`src/sbs_defs.svh`:
```
// Offsets, field positions, reset values and timing counts of the sync/error/power block.
// Assumes mclk at 125 MHz; counts are derived from the period below.
`ifndef SBS_DEFS_SVH
`define SBS_DEFS_SVH

`define SBS_CLK_NS 8
`define SBS_CYC_UP(ns) (((ns) + `SBS_CLK_NS - 1) / `SBS_CLK_NS)
`define SBS_CYC_DN(ns) ((ns) / `SBS_CLK_NS)

// Register byte offsets
`define SBS_OFS_CTRL 8'h00
`define SBS_OFS_STATUS 8'h04
`define SBS_OFS_ENABLE 8'h08
`define SBS_OFS_BUFFLAG 8'h0C
`define SBS_OFS_BUFEN 8'h10
`define SBS_OFS_MODE 8'h14

// Control register fields
`define SBS_CTRL_MASTER 0
`define SBS_CTRL_ALARM 1
`define SBS_CTRL_SLEEP_REQUEST 2
`define SBS_CTRL_SOFTRST 3
`define SBS_CTRL_STOP_IN_CPU_WAIT 4
`define SBS_CTRL_SLEEP_ACKNOWLEDGE 5
`define SBS_CTRL_RESET 6'h00
`define SBS_CTRL_W 6

// Status and enable fields
`define SBS_ST_ALARM_SYNC 0
`define SBS_ST_NORMAL_SYNC 1
`define SBS_ST_FORMAT 2
`define SBS_ST_EARLY 3
`define SBS_ST_LOST 4
`define SBS_ST_BADPULSE 5
`define SBS_ST_WAKEUP 6
`define SBS_ST_OVERRUN 7
`define SBS_ST_LOCK 8
`define SBS_ST_SLOT 9
`define SBS_ST_FIFO 10
`define SBS_ST_W 10
`define SBS_EN_W 11

// Pulse lengths in ns
`define SBS_SYN_A_MIN_NS 1825
`define SBS_SYN_A_MAX_NS 2175
`define SBS_SYN_N_MIN_NS 2825
`define SBS_SYN_N_MAX_NS 3175
`define SBS_BIT_NS 100
// Cycle timing in ns, alarm hold in ms, echo and idle times in bits
`define SBS_CYC_NOM_NS 250000
`define SBS_CYC_MIN_NS 249700
`define SBS_CYC_MAX_NS 250300
`define SBS_ALARM_MS 255
`define SBS_ECHO_BITS 8
`define SBS_IDLE_BITS 11

`endif

```
`src/sbs_pkg.sv`:
```
// Types shared by the sync/error/power block.
// Assumes nothing beyond the defs header.
package sbs_pkg;
    typedef enum logic [2:0] {PLS_SHORT, PLS_ALARM, PLS_GAP, PLS_NORMAL, PLS_LONG} sbs_pulse_e;
    typedef enum logic [1:0] {MODE_NORMAL, MODE_SLEEP, MODE_SOFTRST, MODE_PWRSAVE} sbs_mode_e;
endpackage

```
`src/sbs_pulse_if.sv`:
```
// Carrier between the sync engine and the dominant-pulse meter.
// Assumes both ends run on the same clock.
`timescale 1ns/1ps
`default_nettype none
interface sbs_pulse_if;
    import sbs_pkg::*;
    logic rxLevel;
    logic pulseEnd;
    logic [15:0] pulseLen;
    sbs_pulse_e pulseClass;
    modport meas (input rxLevel, output pulseEnd, output pulseLen, output pulseClass);
    modport core (output rxLevel, input pulseEnd, input pulseLen, input pulseClass);
endinterface
`default_nettype wire

```
`src/sbs_pulse_meter.sv`:
```
// Measures each dominant (low) pulse on the effective receive level and classifies it.
// Assumes rxLevel is already synchronous to mclk.
`timescale 1ns/1ps
`default_nettype none
module sbs_pulse_meter
    import sbs_pkg::*;
#(
    parameter logic [15:0] A_MIN = 16'd229,
    parameter logic [15:0] A_MAX = 16'd271,
    parameter logic [15:0] N_MIN = 16'd354,
    parameter logic [15:0] N_MAX = 16'd396
)(
    // Clock and reset
    input wire logic mclk,
    input wire logic reset,
    // Pulse report
    sbs_pulse_if.meas pls
);
    logic prevLevel_reg;
    logic [15:0] lowCnt_reg;
    logic pulseEnd_reg;
    logic [15:0] pulseLen_reg;

    function automatic sbs_pulse_e classify(input logic [15:0] len);
        if (len < A_MIN)
            return PLS_SHORT;
        else if (len <= A_MAX)
            return PLS_ALARM;
        else if (len < N_MIN)
            return PLS_GAP;
        else if (len <= N_MAX)
            return PLS_NORMAL;
        else
            return PLS_LONG;
    endfunction

    always_ff @(posedge mclk)
    begin
        if (reset)
        begin
            prevLevel_reg <= 1'b1;
            lowCnt_reg <= 16'h0000;
            pulseEnd_reg <= 1'b0;
            pulseLen_reg <= 16'h0000;
        end
        else
        begin
            prevLevel_reg <= pls.rxLevel;
            // Saturate so an endless dominant level still classifies as too long
            if (!pls.rxLevel && lowCnt_reg != 16'hFFFF)
                lowCnt_reg <= lowCnt_reg + 16'h0001;
            else if (pls.rxLevel)
                lowCnt_reg <= 16'h0000;
            pulseEnd_reg <= !prevLevel_reg && pls.rxLevel;
            if (!prevLevel_reg && pls.rxLevel)
                pulseLen_reg <= lowCnt_reg;
        end
    end

    assign pls.pulseEnd = pulseEnd_reg;
    assign pls.pulseLen = pulseLen_reg;
    assign pls.pulseClass = classify(pulseLen_reg);
endmodule
`default_nettype wire

```
`src/sbs_sync_power.sv`:
```
// Sync generation and checking, error flags, interrupt grouping and low-power control.
// Assumes an Avalon-MM master on mclk and an asynchronous bus receive pin.
//
// Behaviour
// - Master sends sync pulses, alarm type on request
// - Alarm bit self-clears after 255 to 256 ms
// - Format errors flagged, resume after idle time
// - Early valid sync still syncs, flags early
// - Missing sync flags lost, blocks transfers
// - Bad-length or late pulses flag, block transfers
// - Own transmit echoed to receive, plus eight bits
// - Sync only strictly inside alarm/normal windows
// - Pulse in wait time: restart or error
// - Valid length syncs at any position
// - Alarm and normal syncs have separate flags
// - Four interrupt request outputs
// - Each flag gated by enable; buffers split
// - Falling receive edge wakes, sets wake flag
// - Wake interrupt needs acknowledge and enable
// - Master resumes sync soon after wake
// - Clocks stop per sleep, reset, power-save
// - Mode follows stop, wait and control bits
// - Sleep waits for pending transmit or receive
// - Asleep: acknowledge set, transmit recessive
// - Bus activity, request clear or reset wake
// - Request clear ignored until acknowledged
// - After wake wait for sync before transfers; code waits only after a bus-activity wake
// - Soft reset halts transfers at once
//
// Decided for this implementation: the placing of the registers and the Avalon-MM register port.
`timescale 1ns/1ps
`default_nettype none
`include "sbs_defs.svh"
module sbs_sync_power
    import sbs_pkg::*;
#(
    parameter int unsigned CYC_NOM = `SBS_CYC_UP(`SBS_CYC_NOM_NS),
    parameter int unsigned CYC_MIN = `SBS_CYC_UP(`SBS_CYC_MIN_NS),
    parameter int unsigned CYC_MAX = `SBS_CYC_DN(`SBS_CYC_MAX_NS),
    parameter int unsigned ALARM_CYC = `SBS_CYC_UP(`SBS_ALARM_MS * 1000000),
    parameter int unsigned BIT_CYC = `SBS_CYC_UP(`SBS_BIT_NS)
)(
    // Clock and reset
    input wire logic mclk,
    input wire logic reset,
    // Avalon-MM slave
    input wire logic [7:0] avs_address,
    input wire logic avs_read,
    input wire logic avs_write,
    input wire logic [31:0] avs_writedata,
    output logic [31:0] avs_readdata,
    output logic avs_waitrequest,
    // Bus transceiver
    input wire logic busRx,
    output logic busTx,
    // CPU state
    input wire logic cpuStopped,
    input wire logic cpuWaiting,
    // Message core
    input wire logic txCore,
    input wire logic txActive,
    input wire logic txPending,
    input wire logic rxBusy,
    input wire logic frameError,
    input wire logic fifoNotEmpty,
    input wire logic fifoOverrun,
    input wire logic lockError,
    input wire logic slotMismatch,
    input wire logic [15:0] bufSet,
    input wire logic [15:0] bufIsTx,
    output logic rxCore,
    output logic transferBlocked,
    output logic syncStrobe,
    // Clock control
    output logic coreClkRun,
    output logic regClkRun,
    // Interrupt requests
    output logic irqFifo,
    output logic irqRx,
    output logic irqSync,
    output logic irqGeneral
);
    localparam logic [15:0] A_MIN = 16'(`SBS_CYC_UP(`SBS_SYN_A_MIN_NS));
    localparam logic [15:0] A_MAX = 16'(`SBS_CYC_DN(`SBS_SYN_A_MAX_NS));
    localparam logic [15:0] N_MIN = 16'(`SBS_CYC_UP(`SBS_SYN_N_MIN_NS));
    localparam logic [15:0] N_MAX = 16'(`SBS_CYC_DN(`SBS_SYN_N_MAX_NS));
    localparam logic [15:0] A_NOM = 16'((32'(A_MIN) + 32'(A_MAX)) / 2);
    localparam logic [15:0] N_NOM = 16'((32'(N_MIN) + 32'(N_MAX)) / 2);
    localparam logic [15:0] CNOM = 16'(CYC_NOM);
    localparam logic [15:0] CMIN = 16'(CYC_MIN);
    localparam logic [15:0] CMAX = 16'(CYC_MAX);
    localparam logic [15:0] WAIT_END = 16'(CYC_MIN - 32'(N_MAX));
    localparam logic [7:0] ECHO_CYC = 8'(`SBS_ECHO_BITS * BIT_CYC);
    localparam logic [7:0] IDLE_CYC = 8'(`SBS_IDLE_BITS * BIT_CYC);
    localparam logic [24:0] ALARM_LAST = 25'(ALARM_CYC - 1);

    // Bus slave
    logic waitReq_reg;
    logic [31:0] rdData_reg;
    logic wrTake;
    logic [31:0] wdata;
    // Registers
    logic [`SBS_CTRL_W-1:0] ctrl_reg;
    logic [`SBS_ST_W-1:0] status_reg;
    logic [`SBS_EN_W-1:0] enable_reg;
    logic [15:0] bufFlag_reg;
    logic [15:0] bufEn_reg;
    logic [24:0] alarmCnt_reg;
    // Receive path
    logic rxMeta_reg;
    logic rxSync_reg;
    logic rxSyncPrev_reg;
    logic [7:0] echoCnt_reg;
    logic txNext;
    logic txBusy;
    logic rxEff;
    // Sync engine
    logic [15:0] cycCnt_reg;
    logic blocked_reg;
    logic [7:0] idleCnt_reg;
    logic masterDrive_reg;
    logic [15:0] masterCnt_reg;
    logic [15:0] masterLen;
    logic [15:0] startPos;
    logic inWait;
    logic validSync;
    logic earlyEvt;
    logic formatEvt;
    logic badEvt;
    logic lostEvt;
    logic wakeEvt;
    logic [`SBS_ST_W-1:0] setVec;
    logic [`SBS_ST_W-1:0] clrVec;
    // Mode
    sbs_mode_e mode;
    logic coreRun;
    logic sleepReadyNow;

    sbs_pulse_if pls();

    sbs_pulse_meter #(
        .A_MIN(A_MIN),
        .A_MAX(A_MAX),
        .N_MIN(N_MIN),
        .N_MAX(N_MAX)
    ) u_meter (
        .mclk(mclk),
        .reset(reset),
        .pls(pls.meas)
    );

    // Avalon handshake: one wait cycle, then the access completes
    assign wrTake = avs_write && !waitReq_reg;
    assign wdata = avs_writedata;

    always_ff @(posedge mclk)
    begin
        if (reset)
            waitReq_reg <= 1'b1;
        else if ((avs_read || avs_write) && waitReq_reg)
            waitReq_reg <= 1'b0;
        else
            waitReq_reg <= 1'b1;
    end

    always_ff @(posedge mclk)
    begin
        if (reset)
            rdData_reg <= 32'h0000_0000;
        else if (avs_read && waitReq_reg)
        begin
            unique case (avs_address)
                `SBS_OFS_CTRL: rdData_reg <= 32'(ctrl_reg);
                `SBS_OFS_STATUS: rdData_reg <= 32'({fifoNotEmpty, status_reg});
                `SBS_OFS_ENABLE: rdData_reg <= 32'(enable_reg);
                `SBS_OFS_BUFFLAG: rdData_reg <= 32'(bufFlag_reg);
                `SBS_OFS_BUFEN: rdData_reg <= 32'(bufEn_reg);
                `SBS_OFS_MODE: rdData_reg <= 32'(mode);
                default: rdData_reg <= 32'h0000_0000;
            endcase
        end
    end

    // Mode selection; power save overrides the control bits
    always_comb
    begin
        if (cpuStopped || (cpuWaiting && ctrl_reg[`SBS_CTRL_STOP_IN_CPU_WAIT]))
            mode = MODE_PWRSAVE;
        else if (ctrl_reg[`SBS_CTRL_SLEEP_ACKNOWLEDGE] && !ctrl_reg[`SBS_CTRL_SOFTRST])
            mode = MODE_SLEEP;
        else if (ctrl_reg[`SBS_CTRL_SOFTRST])
            mode = MODE_SOFTRST;
        else
            mode = MODE_NORMAL;
    end
    assign coreRun = (mode == MODE_NORMAL);

    always_ff @(posedge mclk)
    begin
        if (reset)
        begin
            coreClkRun <= 1'b0;
            regClkRun <= 1'b0;
        end
        else
        begin
            coreClkRun <= coreRun;
            regClkRun <= (mode != MODE_PWRSAVE);
        end
    end

    // Receive pin synchroniser
    always_ff @(posedge mclk)
    begin
        if (reset)
        begin
            rxMeta_reg <= 1'b1;
            rxSync_reg <= 1'b1;
            rxSyncPrev_reg <= 1'b1;
        end
        else
        begin
            rxMeta_reg <= busRx;
            rxSync_reg <= rxMeta_reg;
            rxSyncPrev_reg <= rxSync_reg;
        end
    end

    // Any falling edge counts as bus activity; the waking message itself is lost
    assign wakeEvt = ctrl_reg[`SBS_CTRL_SLEEP_ACKNOWLEDGE] && rxSyncPrev_reg && !rxSync_reg;

    // Transmit and echo path; line held recessive outside normal mode
    assign txNext = coreRun ? (!masterDrive_reg && txCore) : 1'b1;
    assign txBusy = !txNext || txActive;
    assign rxEff = (txBusy || echoCnt_reg != 8'h00) ? txNext : rxSync_reg;
    assign pls.rxLevel = coreRun ? rxEff : 1'b1;

    always_ff @(posedge mclk)
    begin
        if (reset)
        begin
            echoCnt_reg <= 8'h00;
            busTx <= 1'b1;
            rxCore <= 1'b1;
        end
        else
        begin
            if (txBusy)
                echoCnt_reg <= ECHO_CYC;
            else if (echoCnt_reg != 8'h00)
                echoCnt_reg <= echoCnt_reg - 8'h01;
            busTx <= txNext;
            rxCore <= rxEff;
        end
    end

    // Pulse position; start is taken at the falling edge of the pulse
    assign startPos = (cycCnt_reg > pls.pulseLen) ? cycCnt_reg - pls.pulseLen : 16'h0000;
    assign inWait = startPos < WAIT_END;
    assign validSync = coreRun && pls.pulseEnd
        && (pls.pulseClass == PLS_ALARM || pls.pulseClass == PLS_NORMAL);
    assign earlyEvt = validSync && !blocked_reg && cycCnt_reg < CMIN;
    assign formatEvt = coreRun && (frameError
        || (pls.pulseEnd && inWait && pls.pulseClass == PLS_SHORT));
    assign badEvt = coreRun && pls.pulseEnd && !validSync
        && (!inWait || pls.pulseClass != PLS_SHORT);
    assign lostEvt = coreRun && cycCnt_reg == CMAX - 16'h0001;

    // Cycle timer restarts on every valid-length sync, whatever its position
    always_ff @(posedge mclk)
    begin
        if (reset)
            cycCnt_reg <= 16'h0000;
        else if (validSync)
            cycCnt_reg <= 16'h0000;
        else if (coreRun && cycCnt_reg != CMAX)
            cycCnt_reg <= cycCnt_reg + 16'h0001;
    end

    // Transfers stay off after reset, bus-activity wake, loss or bad pulse until a sync arrives
    always_ff @(posedge mclk)
    begin
        if (reset)
            blocked_reg <= 1'b1;
        else if (wakeEvt)
            blocked_reg <= 1'b1;
        else if (validSync)
            blocked_reg <= 1'b0;
        else if (lostEvt || badEvt)
            blocked_reg <= 1'b1;
    end

    // Format errors keep sync but hold transfers off for the idle time
    always_ff @(posedge mclk)
    begin
        if (reset)
            idleCnt_reg <= 8'h00;
        else if (formatEvt)
            idleCnt_reg <= IDLE_CYC;
        else if (idleCnt_reg != 8'h00)
            idleCnt_reg <= idleCnt_reg - 8'h01;
    end

    always_ff @(posedge mclk)
    begin
        if (reset)
        begin
            transferBlocked <= 1'b1;
            syncStrobe <= 1'b0;
        end
        else
        begin
            transferBlocked <= blocked_reg || idleCnt_reg != 8'h00 || !coreRun;
            syncStrobe <= validSync;
        end
    end

    // Master pulse ends at the nominal cycle; its echo then restarts the timer
    assign masterLen = ctrl_reg[`SBS_CTRL_ALARM] ? A_NOM : N_NOM;

    always_ff @(posedge mclk)
    begin
        if (reset)
        begin
            masterDrive_reg <= 1'b0;
            masterCnt_reg <= 16'h0000;
        end
        else if (!coreRun || !ctrl_reg[`SBS_CTRL_MASTER])
        begin
            masterDrive_reg <= 1'b0;
            masterCnt_reg <= 16'h0000;
        end
        else if (!masterDrive_reg && cycCnt_reg == CNOM - masterLen)
        begin
            // After a wake the timer resumes from its held value, so the first sync waits until it reaches CNOM - masterLen
            masterDrive_reg <= 1'b1;
            masterCnt_reg <= masterLen - 16'h0001;
        end
        else if (masterDrive_reg)
        begin
            if (masterCnt_reg == 16'h0000)
                masterDrive_reg <= 1'b0;
            else
                masterCnt_reg <= masterCnt_reg - 16'h0001;
        end
    end

    // Sleep entry once nothing is left to send or receive
    assign sleepReadyNow = !txActive && !txPending && !rxBusy && !masterDrive_reg;

    // Control register
    always_ff @(posedge mclk)
    begin
        if (reset)
            ctrl_reg <= `SBS_CTRL_RESET;
        else
        begin
            if (wrTake && avs_address == `SBS_OFS_CTRL)
            begin
                ctrl_reg[`SBS_CTRL_MASTER] <= wdata[`SBS_CTRL_MASTER];
                ctrl_reg[`SBS_CTRL_SOFTRST] <= wdata[`SBS_CTRL_SOFTRST];
                ctrl_reg[`SBS_CTRL_STOP_IN_CPU_WAIT] <= wdata[`SBS_CTRL_STOP_IN_CPU_WAIT];
                if (wdata[`SBS_CTRL_SLEEP_REQUEST] || ctrl_reg[`SBS_CTRL_SLEEP_ACKNOWLEDGE])
                    ctrl_reg[`SBS_CTRL_SLEEP_REQUEST] <= wdata[`SBS_CTRL_SLEEP_REQUEST];
                if (wdata[`SBS_CTRL_SOFTRST])
                    ctrl_reg[`SBS_CTRL_SLEEP_ACKNOWLEDGE] <= 1'b0;
            end
            if (wakeEvt)
            begin
                ctrl_reg[`SBS_CTRL_SLEEP_REQUEST] <= 1'b0;
                ctrl_reg[`SBS_CTRL_SLEEP_ACKNOWLEDGE] <= 1'b0;
            end
            else if (!ctrl_reg[`SBS_CTRL_SLEEP_REQUEST])
                ctrl_reg[`SBS_CTRL_SLEEP_ACKNOWLEDGE] <= 1'b0;
            else if (coreRun && sleepReadyNow && !ctrl_reg[`SBS_CTRL_SOFTRST])
                ctrl_reg[`SBS_CTRL_SLEEP_ACKNOWLEDGE] <= 1'b1;
            // Alarm: write one restarts the hold time, write zero drops it
            if (wrTake && avs_address == `SBS_OFS_CTRL)
                ctrl_reg[`SBS_CTRL_ALARM] <= wdata[`SBS_CTRL_ALARM];
            else if (ctrl_reg[`SBS_CTRL_ALARM] && alarmCnt_reg == ALARM_LAST)
                ctrl_reg[`SBS_CTRL_ALARM] <= 1'b0;
        end
    end

    always_ff @(posedge mclk)
    begin
        if (reset)
            alarmCnt_reg <= 25'h000_0000;
        else if (wrTake && avs_address == `SBS_OFS_CTRL && wdata[`SBS_CTRL_ALARM])
            alarmCnt_reg <= 25'h000_0000;
        else if (ctrl_reg[`SBS_CTRL_ALARM])
            alarmCnt_reg <= alarmCnt_reg + 25'h000_0001;
        else
            alarmCnt_reg <= 25'h000_0000;
    end

    // Sticky status flags; a set in the same cycle beats the clear
    always_comb
    begin
        setVec = '0;
        setVec[`SBS_ST_ALARM_SYNC] = validSync && pls.pulseClass == PLS_ALARM;
        setVec[`SBS_ST_NORMAL_SYNC] = validSync && pls.pulseClass == PLS_NORMAL;
        setVec[`SBS_ST_FORMAT] = formatEvt;
        setVec[`SBS_ST_EARLY] = earlyEvt;
        setVec[`SBS_ST_LOST] = lostEvt;
        setVec[`SBS_ST_BADPULSE] = badEvt;
        setVec[`SBS_ST_WAKEUP] = wakeEvt;
        setVec[`SBS_ST_OVERRUN] = fifoOverrun;
        setVec[`SBS_ST_LOCK] = lockError;
        setVec[`SBS_ST_SLOT] = slotMismatch;
    end
    assign clrVec = (wrTake && avs_address == `SBS_OFS_STATUS) ? wdata[`SBS_ST_W-1:0] : '0;

    always_ff @(posedge mclk)
    begin
        if (reset)
            status_reg <= '0;
        else
            status_reg <= (status_reg & ~clrVec) | setVec;
    end

    always_ff @(posedge mclk)
    begin
        if (reset)
            bufFlag_reg <= 16'h0000;
        else if (wrTake && avs_address == `SBS_OFS_BUFFLAG)
            bufFlag_reg <= (bufFlag_reg & ~wdata[15:0]) | bufSet;
        else
            bufFlag_reg <= bufFlag_reg | bufSet;
    end

    always_ff @(posedge mclk)
    begin
        if (reset)
        begin
            enable_reg <= '0;
            bufEn_reg <= 16'h0000;
        end
        else
        begin
            if (wrTake && avs_address == `SBS_OFS_ENABLE)
                enable_reg <= wdata[`SBS_EN_W-1:0];
            if (wrTake && avs_address == `SBS_OFS_BUFEN)
                bufEn_reg <= wdata[15:0];
        end
    end

    // Interrupt grouping
    always_ff @(posedge mclk)
    begin
        if (reset)
        begin
            irqFifo <= 1'b0;
            irqRx <= 1'b0;
            irqSync <= 1'b0;
            irqGeneral <= 1'b0;
        end
        else
        begin
            irqFifo <= fifoNotEmpty && enable_reg[`SBS_ST_FIFO];
            irqRx <= |(bufFlag_reg & bufEn_reg & ~bufIsTx);
            irqSync <= |(status_reg[`SBS_ST_NORMAL_SYNC:`SBS_ST_ALARM_SYNC]
                & enable_reg[`SBS_ST_NORMAL_SYNC:`SBS_ST_ALARM_SYNC]);
            irqGeneral <= |(bufFlag_reg & bufEn_reg & bufIsTx)
                || |(status_reg[`SBS_ST_SLOT:`SBS_ST_FORMAT]
                & enable_reg[`SBS_ST_SLOT:`SBS_ST_FORMAT]);
        end
    end

    assign avs_readdata = rdData_reg;
    assign avs_waitrequest = waitReq_reg;
endmodule
`default_nettype wire

```
`config.mk`:
```
export PLATFORM = sky130hd
export DESIGN_NAME = sbs_sync_power
export DESIGN_NICKNAME = d
export VERILOG_FILES = /design/src/sbs_pkg.sv /design/src/sbs_pulse_if.sv /design/src/sbs_pulse_meter.sv /design/src/sbs_sync_power.sv
export VERILOG_INCLUDE_DIRS = /design/src /design/src/src
export SDC_FILE = /design/constraint.sdc
export NUM_CORES = 1
export LEC_CHECK = 0
export BUFFER_PORTS_ARGS = -buffer_cell sky130_fd_sc_hd__buf_2
export CAP_MARGIN = 5
export CORE_MARGIN = 1.5
export CORE_UTILIZATION = 58
export CTS_BUF_LIST = sky130_fd_sc_hd__clkbuf_16
export DETAILED_ROUTE_END_ITERATION = 10
export HOLD_SLACK_MARGIN = 0.05
export PLACE_DENSITY = 0.8
export SETUP_SLACK_MARGIN = 0.02
export SYNTH_ARGS = -nofsm -noshare
export SYNTH_HDL_FRONTEND = slang
export SYNTH_HIERARCHICAL = 1
export SYNTH_SLANG_ARGS = --single-unit
```
`constraint.sdc`:
```
create_clock -name mclk -period 3.7 [get_ports mclk]
set_clock_uncertainty 0.05 [all_clocks]
set_input_delay 0.74 -clock mclk [delete_from_list [all_inputs] [get_ports mclk]]
set_output_delay 0.74 -clock mclk [all_outputs]
set_load 0.005 [all_outputs]
```
### After elaboration in Yosys (flattened, before gate mapping)

Cells that the tools add are included.

| cells by class | value |
|---|---|
| bitwise gates (word level) | 15 |
| order comparisons | 7 |
| $add $sub $neg | 9 |
| reduce and logical (&&, ||, !) cells | 94 |
| muxes and demuxes | 36 |
| equality and inequality tests | 14 |

Operator list:

| kind | number |
|---|---|
| $mux 16 | 7 |
| $pmux 16 s6 | 1 |
| $and 16x16->16 | 4 |
| $logic_and 1x1->1 | 37 |
| $add 16x1->16 const B | 2 |
| $le 16x9->1 const B | 2 |
| $lt 16x15->1 const B | 2 |
| $not 16->16 | 2 |
| $or 16x16->16 | 2 |
| $reduce_or 16->1 | 2 |
| $add 25x1->25 const B | 1 |
| $eq 25x25->1 const B | 1 |
| $eq 16x15->1 const B | 1 |
| $eq 16x16->1 | 1 |
| $eq 8x4->1 const B | 2 |
| $eq 8x5->1 const B | 2 |
| $gt 16x16->1 | 1 |
| $logic_not 16->1 | 1 |
| $lt 16x8->1 const B | 1 |
| $lt 16x9->1 const B | 1 |
| $mux 8 | 2 |
| $ne 16x15->1 const B | 1 |
| $ne 16x16->1 const B | 1 |
| $reduce_bool 2->1 | 8 |
| 33 further kinds | 90 |

| word-level totals | value |
|---|---|
| bits in registers | 214 |
| word-level logic and storage cells | 211 |
| input bits | 88 |

### Depth between registers and ports, before layout

| depth | value |
|---|---|
| depth in word-level cells | 14 |
| mapped depth | 13 |

### Hierarchy

The synthesis kept the hierarchy.

Modules (own cells, without submodules):

| module | area an instance (µm²) | seq. area each (µm²) | times used | cells an instance |
|---|---|---|---|---|
| sbs_sync_power | 8386.8 | 3283.1 | 1 | 1061 |
| sbs_pulse_meter | 1487.7 | 680.7 | 1 | 176 |

### Worst setup path after synthesis

OpenSTA, ideal clock, no wires.

| timing path | value |
|---|---|
| path kind | register -> register |
| start point | reg cycCnt_reg[0] |
| end point | reg idleCnt_reg[3] |
| arrival time | 3.001 ns |
| period minus slack after synthesis | 3.180 ns |
| slack | 0.520 ns |
| path buffers | 2 |
| cell stages (with the launch flop) | 14 |
| path through | dfxtp_1 clkbuf_1 inv_1 ha_1 fa_1 nand2b_1 a21o_1 a31oi_1 a31o_2 mux2_2 a2111oi_4 or3_1 buf_6 o211ai_1 |

| between the ends | value |
|---|---|
| word-level cells in the longest chain between the ends | 8 |
| elaborated cells on any way between the ends | 10 |
| classes of those cells | add/sub: 1; order compare: 2; mux: 2; reduce/logical: 5 |

RTL lines:

| item | line | text |
|---|---|---|
| from (decl) | sbs_sync_power.sv:118 | `logic [15:0] cycCnt_reg;` |
| from (signal assigned) | sbs_sync_power.sv:277 | `cycCnt_reg <= cycCnt_reg + 16'h0001;` |
| $sub 16x16->16 or $gt 16x16->1 (tied branches) | sbs_sync_power.sv:258 | `assign startPos = (cycCnt_reg > pls.pulseLen) ? cycCnt_reg - pls.pulseLen : 16'h0000;` |
| $mux 16 * | sbs_sync_power.sv:258 |  |
| $lt 16x15->1 * | sbs_sync_power.sv:259 | `assign inWait = startPos < WAIT_END;` |
| $logic_and 1x1->1 * (2 in series) | sbs_sync_power.sv:264 | `\|\| (pls.pulseEnd && inWait && pls.pulseClass == PLS_SHORT));` |
| $logic_or 1x1->1 * | sbs_sync_power.sv:264 |  |
| $logic_and 1x1->1 * | sbs_sync_power.sv:263 | `assign formatEvt = coreRun && (frameError` |
| $mux 8 or $reduce_bool 2->1 (tied branches) | - |  |
| to (signal assigned) | sbs_sync_power.sv:301 | `idleCnt_reg <= idleCnt_reg - 8'h01;` |
| to (decl) | sbs_sync_power.sv:120 | `logic [7:0] idleCnt_reg;` |

Mark *: on every way between the ends. The rest lies on a longest branch, timed or not.
A chain may end at the register's enable or synchronous reset.

### Worst setup path after layout

| timing path | value |
|---|---|
| start point | reg cycCnt_reg[0] |
| end point | reg idleCnt_reg[7] |

Same word-level chain as after synthesis.

==> flow_summary.ini <==
[routing]
viasPerCell = 5.80
post_drt_wl_per_cell_um = 15.5
firstDrtPassIters = 8
ant_nets = 0
wirelength_um = 24000
num_vias = 8960
drt_iter0_markers = 652
drc_errors = 0

[critical_path]
r2r_slack_ps = 340
critPathArrivalTime_ps = 3610
cp-start-kind = register
crit_required_ps = 3950
path_max_fanout = 8
endpoint_kind = register
critPathKind = reg2reg

[sta]
fin_crit_sh_pct = 90.8
post-route-min-period_ps = 3360
grt_setup_unrepaired = false
setup_violations = 0
final.setup.tns_ps = 0
timing.final.hold_violations = 0
slew_headroom_pct = 51.2
max_clock_freq_mhz = 298
worstMarginPinSlew_ps = 732
drv_slew = 0

[synthesis]
synth_cell_type_count = 84
yosysSeqAreaShare_pct = 40.1
synth_top_area_share_pct = 40.1
netlist_area_um2 = 9870
netlist_instances = 1237
async_flop_share_pct = 0
synth_warnings = 6
synth_top_cells_by_area = dfxtp_1 (40%), nand2_1 (7.6%), a21oi_1 (6.6%)
yosys_most_used_dff = dfxtp_1
yosysTopAreaCell = dfxtp_1
synth-seq-cells = 198
avgSynthCellArea_um2 = 7.98
synth_enable_flop_cells = 0
synth_common_cells = nand2_1 (200), dfxtp_1 (198), nor2_1 (146), a21oi_1 (130), nand3_1 (55)
synth.most_common_cell = nand2_1

[floorplan]
rows = 47
start_util_pct = 59.5
die_y_um = 133
die-area_um2 = 17800
die_w_um = 133
coreArea_um2 = 16600
pin_count = 131

[clock_tree]
clock-sinks = 198
cts_buffers = 17
cts_hold_buf = 0
clk_path_buf_depth = 2
cts-root-buf = clkbuf_16
clk_latency_ps = 430
cts_tree = done
clk_pin_slew_ps = 80
htree_levels = 4
postCtsSetupRepairBufs = 0

[global_route]
overflow = 0
grt_pass1_wl_um = 39100
antenna_found_initial = 0
track_usage_pct = 26.9
grt_pass1_vias = 8069
grt_max_degree = 53

[finish]
nFillCells = 1448
fin_nets = 1426
regArea_um2 = 3960
largest_reg_flops = 25
n_antenna_cell = 0
multiInputGateArea_um2 = 5440
drive_above_1_share_pct = 14.0
syn_to_final_growth_pct = 11.5

[min_path]
worst_hold_path_type = reg2reg

[flow_run]
cap_viol_max_count = 0

[place]
hpwl_um = 17300
port_buffers = 98
gp_congestion = 0.943

[run_status]
status = finished clean

[power]
ir_drop_uv = 397
p_total_mw = 4.55
p_per_area_nw_per_um2 = 413
p_leak_nw = 4.04
[layout by cell type (no fill, tap or decap), types with 4 or more instances in the layout]
cell type	count
mux2i_1	4
conb_1	16
a211oi_1	7
buf_4	16
ha_1	24
nand2b_1	6
a222oi_1	4
a21oi_1	130
nand2_1	200
a21oi_2	10
nor3_1	29
a32oi_1	6
or2_2	7
a31oi_1	14
a22oi_1	11
clkbuf_16	17
nor2_1	146
nor4b_1	4
nand4_1	23
nor4_1	12
dfxtp_1	198
o211ai_1	10
a22o_1	11
xor2_1	33
nand3_1	55
nor2b_1	11
nor3b_1	7
or4_1	4
nand3b_1	4
o22ai_1	9
or3_1	13
buf_2	97
a21o_1	4
and3_1	13
mux2_2	5
inv_1	35
xnor2_1	34
inv_8	4
o21ai_0	23
[what timing repair did]
action,in CTS,in global routing
endpoints found under the setup margin,0,2
resized for setup,0,1
endpoints found under the hold margin,0,0
[metal layers]
| metal | vias to the layer above | global-route usage [%] | wire length, um |
|---|---|---|---|
| li1 | 4456 | - | - |
| met1 | 4178 | 35.1 | 10600 |
| met2 | 293 | 46.2 | 11600 |
| met3 | 33 | 4.68 | 1420 |
| met4 | 0 | 6.94 | 357 |
| met5 | - | 0 | 0 |
[worst paths after layout]
check | startpoint | endpoint | depth (start not counted)
worst min register to register | rxMeta_reg | rxSync_reg | 1
worst max register to register | cycCnt_reg[0] | idleCnt_reg[7] | 11
worst max-delay path | cycCnt_reg[0] | idleCnt_reg[7] | 11
worst min-delay path | rxMeta_reg | rxSync_reg | 1
[worst max-delay path, stage by stage (launching register included)]
cell and delay (ps):
dfxtp_1 470, inv_1 140, ha_1 240, fa_1 420, nand2b_1 180, a21o_1 190
a31oi_1 230, a31o_2 220, mux2_2 350, a2111oi_4 380, or3_4 250, o211ai_1 90
[final cells by class]
cell class / instances / area share (%)
Sequential cell: 198 / 36.0
Tap cell: 220 / 2.50
Clock inverter: 15 / 1.56
Multi-Input combinational cell: 948 / 49.4
Inverter: 35 / 1.19
Clock buffer: 17 / 3.86
Timing Repair Buffer: 113 / 5.50
[through the flow]
stage | util, % | setup slack, ps | hold slack [ps] | area (um2) | std cells
final | 66.4 | 339 | 361 | 11000 | 1546
after global routing | 66.4 | 128 | 377 | 11000 | 1546
after CTS | 66.4 | 220 | 362 | 11000 | 1546
after detailed placement | 62.8 | 251 | 345 | 10400 | 1514
after global placement | 62.8 | 298 | 344 | 10400 | 1514
after floorplan | - | 520 | 339 | 9930 | 1252
[report_power, final]
part / switching, mW / total, mW / leakage, nW / internal, mW
clock: 0.849 / 1.87 / 0.291 / 1.02
combinational: 0.239 / 0.421 / 2.14 / 0.181
sequential: 0.0641 / 2.26 / 1.61 / 2.20
total: 1.15 / 4.55 / 4.04 / 3.40
[cells by family (layout without fill, tap and decap cells)]
kind of cell	after synthesis	count (layout)	share of synthesized area (%)
AND/OR/NAND/NOR	560	560	26.7
multiplexers	9	9	0.976
flip-flops	198	198	40.1
adder cells (fa/ha/maj)	25	25	3.24
other	1	16	0.0380
AO/OA/AOI/OAI	271	271	17.5
XOR/XNOR	67	67	5.94
buffers and inverters	106	180	5.40
Note: power is estimated with default switching activity, not from simulation.
